## src/pwmbt_pkg.sv

```systemverilog
// Shared constants for the PWM bank with tuning modulator.
package pwmbt_pkg;

	// Clock and step timing.
	localparam int CLK_FREQ_MHZ = 25;
	localparam int STEP_TIME_NS = 330;
	localparam int STEP_CYCLES_CALC = (STEP_TIME_NS * CLK_FREQ_MHZ) / 1000;
	localparam int STEP_CYCLES = (STEP_CYCLES_CALC < 1) ? 1 : STEP_CYCLES_CALC;

	// Channel and tuning field widths.
	localparam int CHAN_COUNT = 8;
	localparam int CHAN_VALUE_W = 6;
	localparam int TUNE_HALF_W = 7;
	localparam int TUNE_VALUE_W = 14;
	localparam int REG_W = 8;
	localparam int ENABLE_BIT = 7;

	// Register map, byte addresses.
	localparam int APB_ADDR_W = 12;
	localparam logic [11:0] ADDR_CHAN_BASE = 12'h000;
	localparam logic [11:0] ADDR_CHAN_LAST = 12'h01c;
	localparam logic [11:0] ADDR_TUNE_LOW = 12'h020;
	localparam logic [11:0] ADDR_TUNE_HIGH = 12'h024;
	localparam logic [11:0] ADDR_STATUS = 12'h028;
	localparam logic [11:0] ADDR_ACTIVE = 12'h02c;

	// Reset values.
	localparam logic [7:0] CTRL_RESET = 8'h00;
	localparam logic [7:0] TUNE_RESET = 8'h00;

	// Status register field positions.
	localparam int STAT_TUNE_OUT_BIT = 8;
	localparam int STAT_TUNE_EN_BIT = 9;
	localparam int STAT_PENDING_BIT = 10;

endpackage

```

## src/pwmbt_tune_if.sv

```systemverilog
// Interface between the register side and the tuning modulator.
`timescale 1ns/1ns
interface pwmbt_tune_if;
	logic [6:0] phase;
	logic wrap;
	logic load;
	logic [13:0] value;
	logic enable;
	logic pwmOut;
	logic [13:0] activeValue;
	logic activeEnable;
	logic pending;

	modport ctrl (
		output phase, wrap, load, value, enable,
		input pwmOut, activeValue, activeEnable, pending
	);
	modport tuner (
		input phase, wrap, load, value, enable,
		output pwmOut, activeValue, activeEnable, pending
	);
endinterface

```

## src/pwmbt_tuning.sv

```systemverilog
// Fourteen-bit tuning modulator with coarse high time and spread fine extension.
`timescale 1ns/1ns
module pwmbt_tuning
	import pwmbt_pkg::*;
(
	input wire logic sys_clk, // System clock.
	input wire logic reset, // Synchronous reset, active high.
	pwmbt_tune_if.tuner tif // Control and status towards the register side.
);

	logic [13:0] pending_q;
	logic pendingEn_q;
	logic pendingValid_q;
	logic [13:0] active_q;
	logic activeEn_q;
	logic [6:0] periodCount_q;
	logic [6:0] periodRev;
	logic extend;
	logic [7:0] highSteps;
	logic out_q;

	// Bit reversal of the period count spreads the extended periods evenly.
	genvar b;
	generate
		for (b = 0; b < TUNE_HALF_W; b++) begin : g_rev
			assign periodRev[b] = periodCount_q[TUNE_HALF_W - 1 - b];
		end
	endgenerate

	// A high-register write arms the new value; it goes live at the next period start.
	always_ff @(posedge sys_clk) begin
		if (reset) begin
			pending_q <= '0;
			pendingEn_q <= 1'b0;
			pendingValid_q <= 1'b0;
		end else if (tif.load) begin
			pending_q <= tif.value; // RULE_10
			pendingEn_q <= tif.enable;
			pendingValid_q <= ~tif.wrap;
		end else if (tif.wrap) begin
			pendingValid_q <= 1'b0;
		end
	end

	// Active value changes only at a period boundary, so no period is cut short.
	always_ff @(posedge sys_clk) begin
		if (reset) begin
			active_q <= '0;
			activeEn_q <= 1'b0;
		end else if (tif.wrap && tif.load) begin
			active_q <= tif.value; // RULE_10
			activeEn_q <= tif.enable;
		end else if (tif.wrap && pendingValid_q) begin
			active_q <= pending_q; // RULE_10
			activeEn_q <= pendingEn_q;
		end
	end

	// Counts periods within the 128-period cycle.
	always_ff @(posedge sys_clk) begin
		if (reset) begin
			periodCount_q <= '0;
		end else if (tif.wrap) begin
			periodCount_q <= periodCount_q + 7'h01; // RULE_09
		end
	end

	// High time is the coarse part plus one step in N of every 128 periods.
	assign extend = (periodRev < active_q[TUNE_HALF_W - 1:0]); // RULE_09 RULE_13
	assign highSteps = {1'b0, active_q[TUNE_VALUE_W - 1:TUNE_HALF_W]} + {7'h00, extend}; // RULE_08

	// Output is high while the phase is below the high time and the modulator is enabled.
	always_ff @(posedge sys_clk) begin
		if (reset) begin
			out_q <= 1'b0;
		end else begin
			out_q <= activeEn_q && ({1'b0, tif.phase} < highSteps); // RULE_06 RULE_07 RULE_13
		end
	end

	assign tif.pwmOut = out_q;
	assign tif.activeValue = active_q;
	assign tif.activeEnable = activeEn_q;
	assign tif.pending = pendingValid_q;

endmodule

```

## src/pwmbt_bank.sv

```systemverilog
// APB register file, step timing and eight 6-bit modulators of the PWM bank.
`timescale 1ns/1ns

// Summary of operation
// RULE_01: Eight independent channels with 6-bit high time.
// RULE_02: Channel period fixed at 64 steps.
// RULE_03: High time equals value times one step.
// RULE_04: Channel pulses only while its enable set.
// RULE_05: High time from control bits five to zero.
// RULE_06: Extra 14-bit tuning modulator, 128-step period.
// RULE_07: Tuning has low/high registers, enable in high.
// RULE_08: Upper seven bits give coarse high steps.
// RULE_09: Lower seven bits extend N of 128.
// RULE_10: Only high-register write loads new value.
// RULE_11: Software writes low register before high register.
// RULE_12: Common one-step tick drives all modulators.
// RULE_13: Extensions spread evenly; disabled output stays low.
module pwmbt_bank
	import pwmbt_pkg::*;
#(
	parameter int STEP_LEN = STEP_CYCLES
)(
	input wire logic sys_clk, // System clock, 25 MHz.
	input wire logic reset, // Synchronous reset, active high.
	input wire logic psel, // APB select.
	input wire logic penable, // APB enable, access phase.
	input wire logic pwrite, // APB direction, high for write.
	input wire logic [APB_ADDR_W-1:0] paddr, // APB byte address.
	input wire logic [31:0] pwdata, // APB write data.
	input wire logic [3:0] pstrb, // APB write byte strobes.
	output logic [31:0] prdata, // APB read data.
	output logic pready, // APB ready.
	output logic pslverr, // APB error for unmapped address.
	output logic [CHAN_COUNT-1:0] pwmOut, // Channel modulator outputs.
	output logic tuningOut // Tuning modulator output.
);

	pwmbt_tune_if tif ();

	// Prescaler width follows the step length, so a longer step never overflows the counter.
	localparam int STEP_W = (STEP_LEN > 1) ? $clog2(STEP_LEN) : 1;

	logic [STEP_W-1:0] stepCount_q;
	logic tick;
	logic [6:0] phase_q;
	logic chanWrap;
	logic tuneWrap;

	logic setupPhase;
	logic accessPhase;
	logic wrEn;
	logic alignedOk;
	logic selChan;
	logic selLow;
	logic selHigh;
	logic selStatus;
	logic selActive;
	logic mapped;
	logic [2:0] chanIndex;
	logic [CHAN_COUNT-1:0] chanSel;

	logic [REG_W-1:0] chanCtrl_q [CHAN_COUNT];
	logic [REG_W-1:0] chanLive_q [CHAN_COUNT];
	logic [CHAN_COUNT-1:0] pwmOut_q;
	logic [REG_W-1:0] tuneLow_q;
	logic [REG_W-1:0] tuneHigh_q;
	logic tuningOut_q;

	logic [31:0] prdata_d;
	logic [31:0] prdata_q;
	logic pslverr_d;
	logic pslverr_q;
	logic pready_q;
	logic [31:0] statusWord;

	// Step prescaler: one tick every STEP_LEN system clocks, about one third microsecond.
	always_ff @(posedge sys_clk) begin
		if (reset) begin
			stepCount_q <= '0;
		end else if (tick) begin
			stepCount_q <= '0; // RULE_12
		end else begin
			stepCount_q <= stepCount_q + STEP_W'(1);
		end
	end

	assign tick = (stepCount_q == STEP_W'(STEP_LEN - 1)); // RULE_12

	// Shared phase counter; its low six bits run the channels, all seven the tuner.
	always_ff @(posedge sys_clk) begin
		if (reset) begin
			phase_q <= '0;
		end else if (tick) begin
			phase_q <= phase_q + 7'h01; // RULE_12
		end
	end

	// Period boundaries: 64 steps for channels, 128 for the tuner.
	assign chanWrap = tick && (phase_q[CHAN_VALUE_W-1:0] == 6'h3f); // RULE_02
	assign tuneWrap = tick && (phase_q == 7'h7f); // RULE_06

	// APB phase decode; pready is high in every access phase, so no wait states.
	assign setupPhase = psel && !penable;
	assign accessPhase = psel && penable && pready_q;
	assign wrEn = accessPhase && pwrite && pstrb[0];

	// Address decode of word-aligned registers.
	assign alignedOk = (paddr[1:0] == 2'b00);
	assign selChan = alignedOk && (paddr >= ADDR_CHAN_BASE) && (paddr <= ADDR_CHAN_LAST);
	assign selLow = (paddr == ADDR_TUNE_LOW);
	assign selHigh = (paddr == ADDR_TUNE_HIGH);
	assign selStatus = (paddr == ADDR_STATUS);
	assign selActive = (paddr == ADDR_ACTIVE);
	assign mapped = selChan || selLow || selHigh || selStatus || selActive;
	assign chanIndex = paddr[4:2];

	// Per-channel registers, period latch and output comparator.
	genvar c;
	generate
		for (c = 0; c < CHAN_COUNT; c++) begin : g_chan
			assign chanSel[c] = selChan && (chanIndex == 3'(c));

			// Control register: enable in bit seven, high time in bits five to zero.
			always_ff @(posedge sys_clk) begin
				if (reset) begin
					chanCtrl_q[c] <= CTRL_RESET;
				end else if (wrEn && chanSel[c]) begin
					chanCtrl_q[c] <= pwdata[REG_W-1:0]; // RULE_05
				end
			end

			// Settings are taken at the period boundary, so a write never splits a pulse.
			always_ff @(posedge sys_clk) begin
				if (reset) begin
					chanLive_q[c] <= CTRL_RESET;
				end else if (chanWrap) begin
					chanLive_q[c] <= chanCtrl_q[c]; // RULE_02
				end
			end

			// High while the phase is below the value; held low when disabled.
			always_ff @(posedge sys_clk) begin
				if (reset) begin
					pwmOut_q[c] <= 1'b0;
				end else begin
					pwmOut_q[c] <= chanLive_q[c][ENABLE_BIT] && // RULE_04 RULE_13
						(phase_q[CHAN_VALUE_W-1:0] < chanLive_q[c][CHAN_VALUE_W-1:0]); // RULE_01 RULE_03
				end
			end
		end
	endgenerate

	// Tuning low register holds the fine half until the high register is written.
	always_ff @(posedge sys_clk) begin
		if (reset) begin
			tuneLow_q <= TUNE_RESET;
		end else if (wrEn && selLow) begin
			tuneLow_q <= {1'b0, pwdata[TUNE_HALF_W-1:0]}; // RULE_07
		end
	end

	// Tuning high register: enable in bit seven, coarse half below it.
	always_ff @(posedge sys_clk) begin
		if (reset) begin
			tuneHigh_q <= TUNE_RESET;
		end else if (wrEn && selHigh) begin
			tuneHigh_q <= pwdata[REG_W-1:0]; // RULE_07
		end
	end

	// Writing the high register hands the full value, built from both halves, to the tuner.
	assign tif.phase = phase_q;
	assign tif.wrap = tuneWrap;
	assign tif.load = wrEn && selHigh; // RULE_10 RULE_11
	assign tif.value = {pwdata[TUNE_HALF_W-1:0], tuneLow_q[TUNE_HALF_W-1:0]};
	assign tif.enable = pwdata[ENABLE_BIT];

	pwmbt_tuning u_tuning (
		.sys_clk(sys_clk),
		.reset(reset),
		.tif(tif)
	);

	// Tuner output is re-registered so the top output comes from a local flop.
	always_ff @(posedge sys_clk) begin
		if (reset) begin
			tuningOut_q <= 1'b0;
		end else begin
			tuningOut_q <= tif.pwmOut;
		end
	end

	// Status word: live outputs, tuner enable and load-pending flag.
	always_comb begin
		statusWord = 32'h0000_0000;
		statusWord[CHAN_COUNT-1:0] = pwmOut_q;
		statusWord[STAT_TUNE_OUT_BIT] = tuningOut_q;
		statusWord[STAT_TUNE_EN_BIT] = tif.activeEnable;
		statusWord[STAT_PENDING_BIT] = tif.pending;
	end

	// Read multiplexer; unmapped addresses read zero and flag an error.
	always_comb begin
		prdata_d = 32'h0000_0000;
		pslverr_d = 1'b0;
		if (!mapped) begin
			pslverr_d = 1'b1;
		end else if (selChan) begin
			prdata_d = {24'h000000, chanCtrl_q[chanIndex]};
		end else if (selLow) begin
			prdata_d = {24'h000000, tuneLow_q};
		end else if (selHigh) begin
			prdata_d = {24'h000000, tuneHigh_q};
		end else if (selStatus) begin
			prdata_d = statusWord;
		end else begin
			prdata_d = {18'h0, tif.activeValue};
		end
	end

	// Ready is raised for the one cycle after each setup cycle, so there are no wait states.
	always_ff @(posedge sys_clk) begin
		if (reset) begin
			pready_q <= 1'b0;
		end else begin
			pready_q <= setupPhase;
		end
	end

	// Read data is captured in the setup cycle; writes and idle cycles show zero.
	always_ff @(posedge sys_clk) begin
		if (reset) begin
			prdata_q <= 32'h0000_0000;
		end else if (setupPhase && !pwrite) begin
			prdata_q <= prdata_d;
		end else begin
			prdata_q <= 32'h0000_0000;
		end
	end

	// The error flag accompanies ready when no register answers at the address.
	always_ff @(posedge sys_clk) begin
		if (reset) begin
			pslverr_q <= 1'b0;
		end else begin
			pslverr_q <= setupPhase && pslverr_d;
		end
	end

	assign prdata = prdata_q;
	assign pready = pready_q;
	assign pslverr = pslverr_q;
	assign pwmOut = pwmOut_q;
	assign tuningOut = tuningOut_q;

endmodule

```

## config.mk

```make
export PLATFORM = sky130hd
export DESIGN_NAME = pwmbt_bank
export DESIGN_NICKNAME = d
export VERILOG_FILES = /design/src/pwmbt_pkg.sv /design/src/pwmbt_tune_if.sv /design/src/pwmbt_tuning.sv /design/src/pwmbt_bank.sv
export SDC_FILE = /design/constraint.sdc
export NUM_CORES = 1
export LEC_CHECK = 0
export ABC_CLOCK_PERIOD_IN_PS = 3400
export CAP_MARGIN = 20
export CORE_ASPECT_RATIO = 1.1
export CORE_UTILIZATION = 60
export CTS_CLUSTER_SIZE = 30
export DETAILED_ROUTE_END_ITERATION = 10
export DONT_BUFFER_PORTS = 1
export GPL_TIMING_DRIVEN = 0
export HOLD_SLACK_MARGIN = 0.02
export PLACE_DENSITY = 0.72
export SLEW_MARGIN = 20
export SYNTH_ARGS = -nofsm -noshare
export SYNTH_HDL_FRONTEND = slang
export SYNTH_SLANG_ARGS = --single-unit
export TNS_END_PERCENT = 20
```

## constraint.sdc

```tcl
create_clock -name sys_clk -period 3.4 [get_ports sys_clk]
set_input_delay 0.17 -clock sys_clk [delete_from_list [all_inputs] [get_ports sys_clk]]
set_output_delay 0.17 -clock sys_clk [all_outputs]
set_load 0.01 [all_outputs]
```

==> impl_metrics.env, run 1 <==
export IMPL_outcome="complete, no violations"
export IMPL_ys_seq_area_frac=0.5215
export IMPL_hp_class="in2reg"
export IMPL_relSlewSlack=0.4060
export IMPL_drc=0
export IMPL_firstDrtPassIters=6
export IMPL_pin_count=96
export IMPL_ys_async_sr_fraction=0
export IMPL_ys_warn_count=0
export IMPL_cp_data_required_time_ns=3.82
export IMPL_cts_tree="built"
export IMPL_slew_viol_final=0
export IMPL_start_kind="flip-flop"
export IMPL_insertion_delay_ns=0.51
export IMPL_post_dp_hpwl_mm=18.58
export IMPL_h_tree_depth=1
export IMPL_antenna_left=0
export IMPL_antenna_found_initial=0
export IMPL_viasPerCell=5.880
export IMPL_hold_viol=0
export IMPL_clk_path_buf_depth=3
export IMPL_synthCells=895
export IMPL_grt_pass1_vias=6634
export IMPL_grt_max_degree=57
export IMPL_rsz0062_at_grt="no"
export IMPL_start_util=0.6121
export IMPL_p_leak_nw=4.520
export IMPL_num_antenna_cells=0
export IMPL_synthesis_area_um2=10020
export IMPL_cellPowerDensity_nw_per_um2=463.1
export IMPL_path_buf_inv=1
export IMPL_tightest_slew_ns=0.8836
export IMPL_synth_edf_count=120
export IMPL_numCtsBuffers=21
export IMPL_fin_area_um2=11220
export IMPL_place_congestion=0.9673
export IMPL_routedWlPerCell_um=21.67
export IMPL_pre_cts_ws_ns=-0.2096
export IMPL_worst_setup_path_type="reg2reg"
export IMPL_dieWidth_um=125.2
export IMPL_fill_cells=1230
export IMPL_cts_sinks=201
export IMPL_overflow=0
export IMPL_arrival_ns=3.72
export IMPL_grt_total_usage=0.2978
export IMPL_die_area_um2=17220
export IMPL_vias=6880
export IMPL_io_buffers=0
export IMPL_clock_skew_ns=0.02933
export IMPL_multi_input_area_um2=4368
export IMPL_fin_hold_ws_ns=0.04537
export IMPL_place_area_um2=10340
export IMPL_drv_cap=0
export IMPL_postSynthAreaPerCell_um2=11.20
export IMPL_min_period_over_period=0.9693
export IMPL_core_um2=16370
export IMPL_drt_iter0_drc=558
export IMPL_path_clk_slew_ns=0.06
export IMPL_crit_fanout=3
export IMPL_end_kind="flip-flop"
export IMPL_cts_root_buf="clkbuf_16"
export IMPL_setup_ws_ns=0.1043
export IMPL_ys_types=55
export IMPL_vdd_drop_max_mv=0.3437
export IMPL_power_total_mw=5.198
export IMPL_rows=49
export IMPL_setup_viol=0
export IMPL_die_h_um=137.5
export IMPL_cp_top_family="compound AO/OA/AOI/OAI gates"
export IMPL_grt_pass1_wl_mm=37.74
export IMPL_ys_seq_elements=201
export IMPL_crit_slowest_cell="dfxtp_2"
export IMPL_final_util=0.6857
export IMPL_seqCellArea_um2=5228
export IMPL_wl_mm=25.36
export IMPL_layout_drive_gt1_share=0.1077
export IMPL_critPathMaxStageDelay_ns=0.32
export IMPL_areaGrowthSynthToFinish_pct=12.03
export IMPL_synth_ff_type="edfxtp_1"
export IMPL_layout_nets=1062
export IMPL_fmax_mhz=303.4
export IMPL_crit_chain="inv_1 > ha_1 > a211o_1 > o2111ai_2 > a21oi_2 > a211oi_2 > ha_2 > ha_4 > and3_4 > xnor2_2 > ha_1 > a21o_1 > a21oi_1 > o21ai_1 > a21o_1 > a211oi_2"
export IMPL_final_min_clock_period_ns=3.296
power by group:
| part | switching (mW) | internal (mW) | leakage (nW) | total [mW] |
|---|---|---|---|---|
| Combinational | 0.165 | 0.0878 | 2.27 | 0.252 |
| Sequential | 0.0262 | 2.62 | 1.92 | 2.65 |
| Clock | 0.928 | 1.37 | 0.328 | 2.30 |
| Total | 1.12 | 4.08 | 4.52 | 5.20 |
per-stage QoR:
step | setup TNS, ns | std cells
2_1_floorplan | 0 | 912
5_1_grt | 0 | 1170
4_1_cts | 0 | 1168
6_report | 0 | 1170
3_5_place_dp | -0.2096 | 1116
3_3_place_gp | -0.02019 | 1116
layer usage:
metal	part of all wire	global-route usage	vias up
met4	0.037	0.1206	0
li1	-	-	3248
met2	0.48	0.4984	284
met5	0	0	-
met1	0.41	0.3814	3288
met3	0.077	0.06136	60
logic make-up (layout without fill, tap and decap cells):
group	count (synthesis)	after routing	synth area share
XOR/XNOR	14	14	0.01224
AO/OA/AOI/OAI	119	119	0.09466
other	1	18	0.0003743
multiplexers	48	48	0.05807
AND/OR/NAND/NOR	333	333	0.1863
adder cells (fa/ha/maj)	58	58	0.07243
flip-flops	201	201	0.5215
buffers and inverters	121	175	0.05445
placed cells by master (no fill, tap or decap), types with 5 or more instances in the layout:
cell	n
a2111oi_1	6
a21o_1	16
a21oi_1	29
a221o_1	6
a221oi_1	8
a221oi_2	10
and2_1	124
buf_1	7
buf_2	7
buf_4	23
clkbuf_1	36
clkbuf_16	21
conb_1	18
dfxtp_1	79
dlygate4sd3_1	13
edfxtp_1	120
ha_1	56
inv_1	57
mux2i_1	39
mux4_2	8
nand2_1	52
nand2b_1	24
nand3_1	23
nand4_1	5
nor2_1	54
nor3_1	14
nor3_2	5
nor4b_1	6
o21ai_0	12
xnor2_1	7
xor2_1	6
timing repair:
action                                  4_1_cts  5_1_grt
hold buffers                                 13        0
endpoints found under the hold margin        17        0
resized for setup                             8        4
setup buffers                                 1        2
endpoints found under the setup margin        1        1
pin swaps                                     6        6
cells in the mapped netlist (all sizes together), types with 9 or more instances:
cell     instances  area [um^2]
a2111oi          9        105.1
nor3            19        115.1
a21oi           30        150.1
nand3           24        125.1
a21o            16        120.1
inv             57        214.0
and2           124        775.7
edfxtp         120         3603
o21ai           14        81.33
clkbuf          29        108.9
nor2            54        202.7
ha              58        725.7
nand2b          24        150.1
nand2           52        195.2
mux2i           39        390.4
buf             35        222.7
dfxtp           81         1622
a221oi          18        220.2
path summary, 6_finish.rpt:
kind                                     from             endpoint  slack, ns  cells past startpoint
setup reg to reg  u_tuning.tif.activeValue[1]  u_tuning.tif.pwmOut       0.10                     16
hold reg to reg                stepCount_q[0]       stepCount_q[0]       0.43                      1
setup / recovery  u_tuning.tif.activeValue[1]  u_tuning.tif.pwmOut       0.10                     16
hold / removal                       paddr[6]            prdata[6]       0.05                      2
registers in the layout, indices dropped and copies added (netlist names), 8 cells and up:
name and cells:
chanCtrl_q 64, u_tuning.tif.activeValue 14, pwmOut 8, chanLive_q 56
u_tuning.pending_q 13, prdata 14
area by class of cell:
type | count | share of cell area
multi-input cells | 590 | 0.3891
repair buffers | 16 | 0.01360
well taps | 204 | 0.02274
inverters | 57 | 0.01906
clock inverters | 10 | 0.01104
clock buffers | 28 | 0.04916
flip-flops and latches | 201 | 0.4657
plain buffers | 64 | 0.02954
No activity file was read; power rests on OpenSTA's default activity.
==> inputs of run 2 (changes only) <==
Settings changed: CORE_ASPECT_RATIO 1.1 to unset.
==> run 2 against run 1 <==
  * Via count rose by 1.2%
  * Sequential share of layout area barely moved
  * Sequential power barely moved
  * Worst setup slack gained 0.090 ns
  * Global-route usage is 0.12 points higher
  * Final area hardly changed
  * Largest cell class unchanged
  * Largest power group unchanged
==> impl_metrics.env, run 2 (synthesized netlist as in run 1, its figures left out) <==
export IMPL_outcome="complete, no violations"
export IMPL_drt_iter0_drc=420
export IMPL_crit_slowest_cell="dfxtp_1"
export IMPL_largestRegisters="chanCtrl_q (64), chanLive_q (56)"
export IMPL_io_buffers=0
export IMPL_power_total_mw=5.151
export IMPL_start_util=0.6217
export IMPL_final_cell_mix="and2_1 (124), edfxtp_1 (120), dfxtp_1 (80)"
export IMPL_rows=46
export IMPL_numCtsBuffers=21
export IMPL_final_min_clock_period_ns=3.205
export IMPL_antenna_left=0
export IMPL_fmax_mhz=312.0
export IMPL_cts_root_buf="clkbuf_16"
export IMPL_layout_nets=1061
export IMPL_instances_no_fill=1180
export IMPL_hp_class="in2reg"
export IMPL_h_tree_depth=1
export IMPL_setup_ws_ns=0.1946
export IMPL_fill_cells=1188
export IMPL_drv_cap=0
export IMPL_fin_area_um2=11210
export IMPL_seqCellArea_um2=5226
export IMPL_vdd_drop_max_mv=0.4380
export IMPL_final_common_cell="and2_1"
export IMPL_layout_drive_gt1_share=0.1058
export IMPL_cellPowerDensity_nw_per_um2=459.4
export IMPL_multi_input_area_um2=4365
export IMPL_setup_viol=0
export IMPL_pin_count=96
export IMPL_tightest_slew_ns=0.9886
export IMPL_drc=0
export IMPL_p_leak_nw=4.507
export IMPL_core_um2=16120
export IMPL_critPathMaxStageDelay_ns=0.35
export IMPL_hold_viol=0
export IMPL_antenna_found_initial=0
export IMPL_dieWidth_um=131.2
export IMPL_wl_mm=25.63
export IMPL_end_kind="flip-flop"
export IMPL_cts_tree="built"
export IMPL_place_congestion=0.9241
export IMPL_grt_pass1_vias=6784
export IMPL_place_area_um2=10360
export IMPL_clock_skew_ns=0.02039
export IMPL_final_util=0.6958
export IMPL_viasPerCell=5.901
export IMPL_firstDrtPassIters=5
export IMPL_largest_register="chanCtrl_q"
export IMPL_crit_chain="inv_1 > ha_1 > a211o_1 > o2111ai_2 > a21oi_2 > a211oi_2 > ha_2 > ha_4 > and3_4 > xnor2_1 > ha_1 > a21o_1 > a21oi_1 > o21ai_1 > a21o_1 > a211oi_2"
export IMPL_post_dp_hpwl_mm=18.88
export IMPL_die_area_um2=17220
export IMPL_slew_viol_final=0
export IMPL_pre_cts_ws_ns=-0.1281
export IMPL_vias=6963
export IMPL_path_clk_slew_ns=0.06
export IMPL_areaGrowthSynthToFinish_pct=11.91
export IMPL_worst_setup_path_type="reg2reg"
export IMPL_insertion_delay_ns=0.50
export IMPL_min_period_over_period=0.9428
export IMPL_crit_fanout=2
export IMPL_die_h_um=131.2
export IMPL_arrival_ns=3.61
export IMPL_relSlewSlack=0.3355
export IMPL_grt_total_usage=0.2989
export IMPL_overflow=0
export IMPL_clk_path_buf_depth=3
export IMPL_cp_data_required_time_ns=3.81
export IMPL_grt_pass1_wl_mm=38.95
export IMPL_num_antenna_cells=0
export IMPL_start_kind="flip-flop"
export IMPL_largest_register_ffs=64
export IMPL_routedWlPerCell_um=21.72
export IMPL_dp_cells=1128
export IMPL_grt_max_degree=57
export IMPL_cts_sinks=201
run 2: final cells by class:
cell class                 count  share of cell area
sequential                   201              0.4661
multi-input combinational    590              0.3893
clock buffer                  33             0.05267
buffer                        64             0.02957
tap                          216             0.02410
inverter                      57             0.01908
timing repair buffer          15             0.01294
clock inverter                 4            0.006249
run 2: per-stage QoR:
| step | hold slack [ns] | TNS, ns |
|---|---|---|
| 2_1_floorplan | 0.2589 | 0 |
| 3_3_place_gp | 0.2670 | -0.07132 |
| 3_5_place_dp | 0.2674 | -0.1281 |
| 4_1_cts | 0.06716 | 0 |
| 5_1_grt | 0.07582 | -0.01318 |
| 6_report | 0.07437 | 0 |
run 2: final timing paths:
kind / start / end / slack [ns] / cells past startpoint
setup / recovery: u_tuning.tif.activeValue[2] / u_tuning.tif.pwmOut / 0.19 / 16
hold / removal: paddr[5] / prdata[7] / 0.07 / 3
setup reg to reg: u_tuning.tif.activeValue[2] / u_tuning.tif.pwmOut / 0.19 / 16
hold reg to reg: u_tuning.tif.pwmOut / tuningOut / 0.44 / 1
run 2: report_power, final:
| part | switching (mW) | leakage (nW) | internal (mW) |
|---|---|---|---|
| clock network | 0.905 | 0.321 | 1.34 |
| logic | 0.168 | 2.27 | 0.0884 |
| registers | 0.0270 | 1.92 | 2.62 |
run 2: worst max-delay path, delay by kind of cell (launching register included):
kind                       cells  cell delay (ns)
buffers and inverters          1             0.08
adders and majority gates      4             0.91
and+or+nand+nor                1             0.19
AOI/OAI and AO/OA              9             1.45
xor gates and xnor gates       1             0.12
DFF                            1             0.35
run 2: layer usage:
layer	vias up	routed length, um	GRT usage
met5	-	0	0
met4	0	891	0.1216
met3	65	2357	0.07099
met2	297	12090	0.4870
met1	3349	10290	0.3829
li1	3252	-	-
run 2: repair_timing:
action / 4_1_cts / 5_1_grt
setup endpoints to repair: 1 / 1
pin swaps: 4 / 6
hold buffers: 13 / 0
gates resized for setup: 6 / 5
endpoints found under the hold margin: 19 / 0
setup buffers: 2 / 0
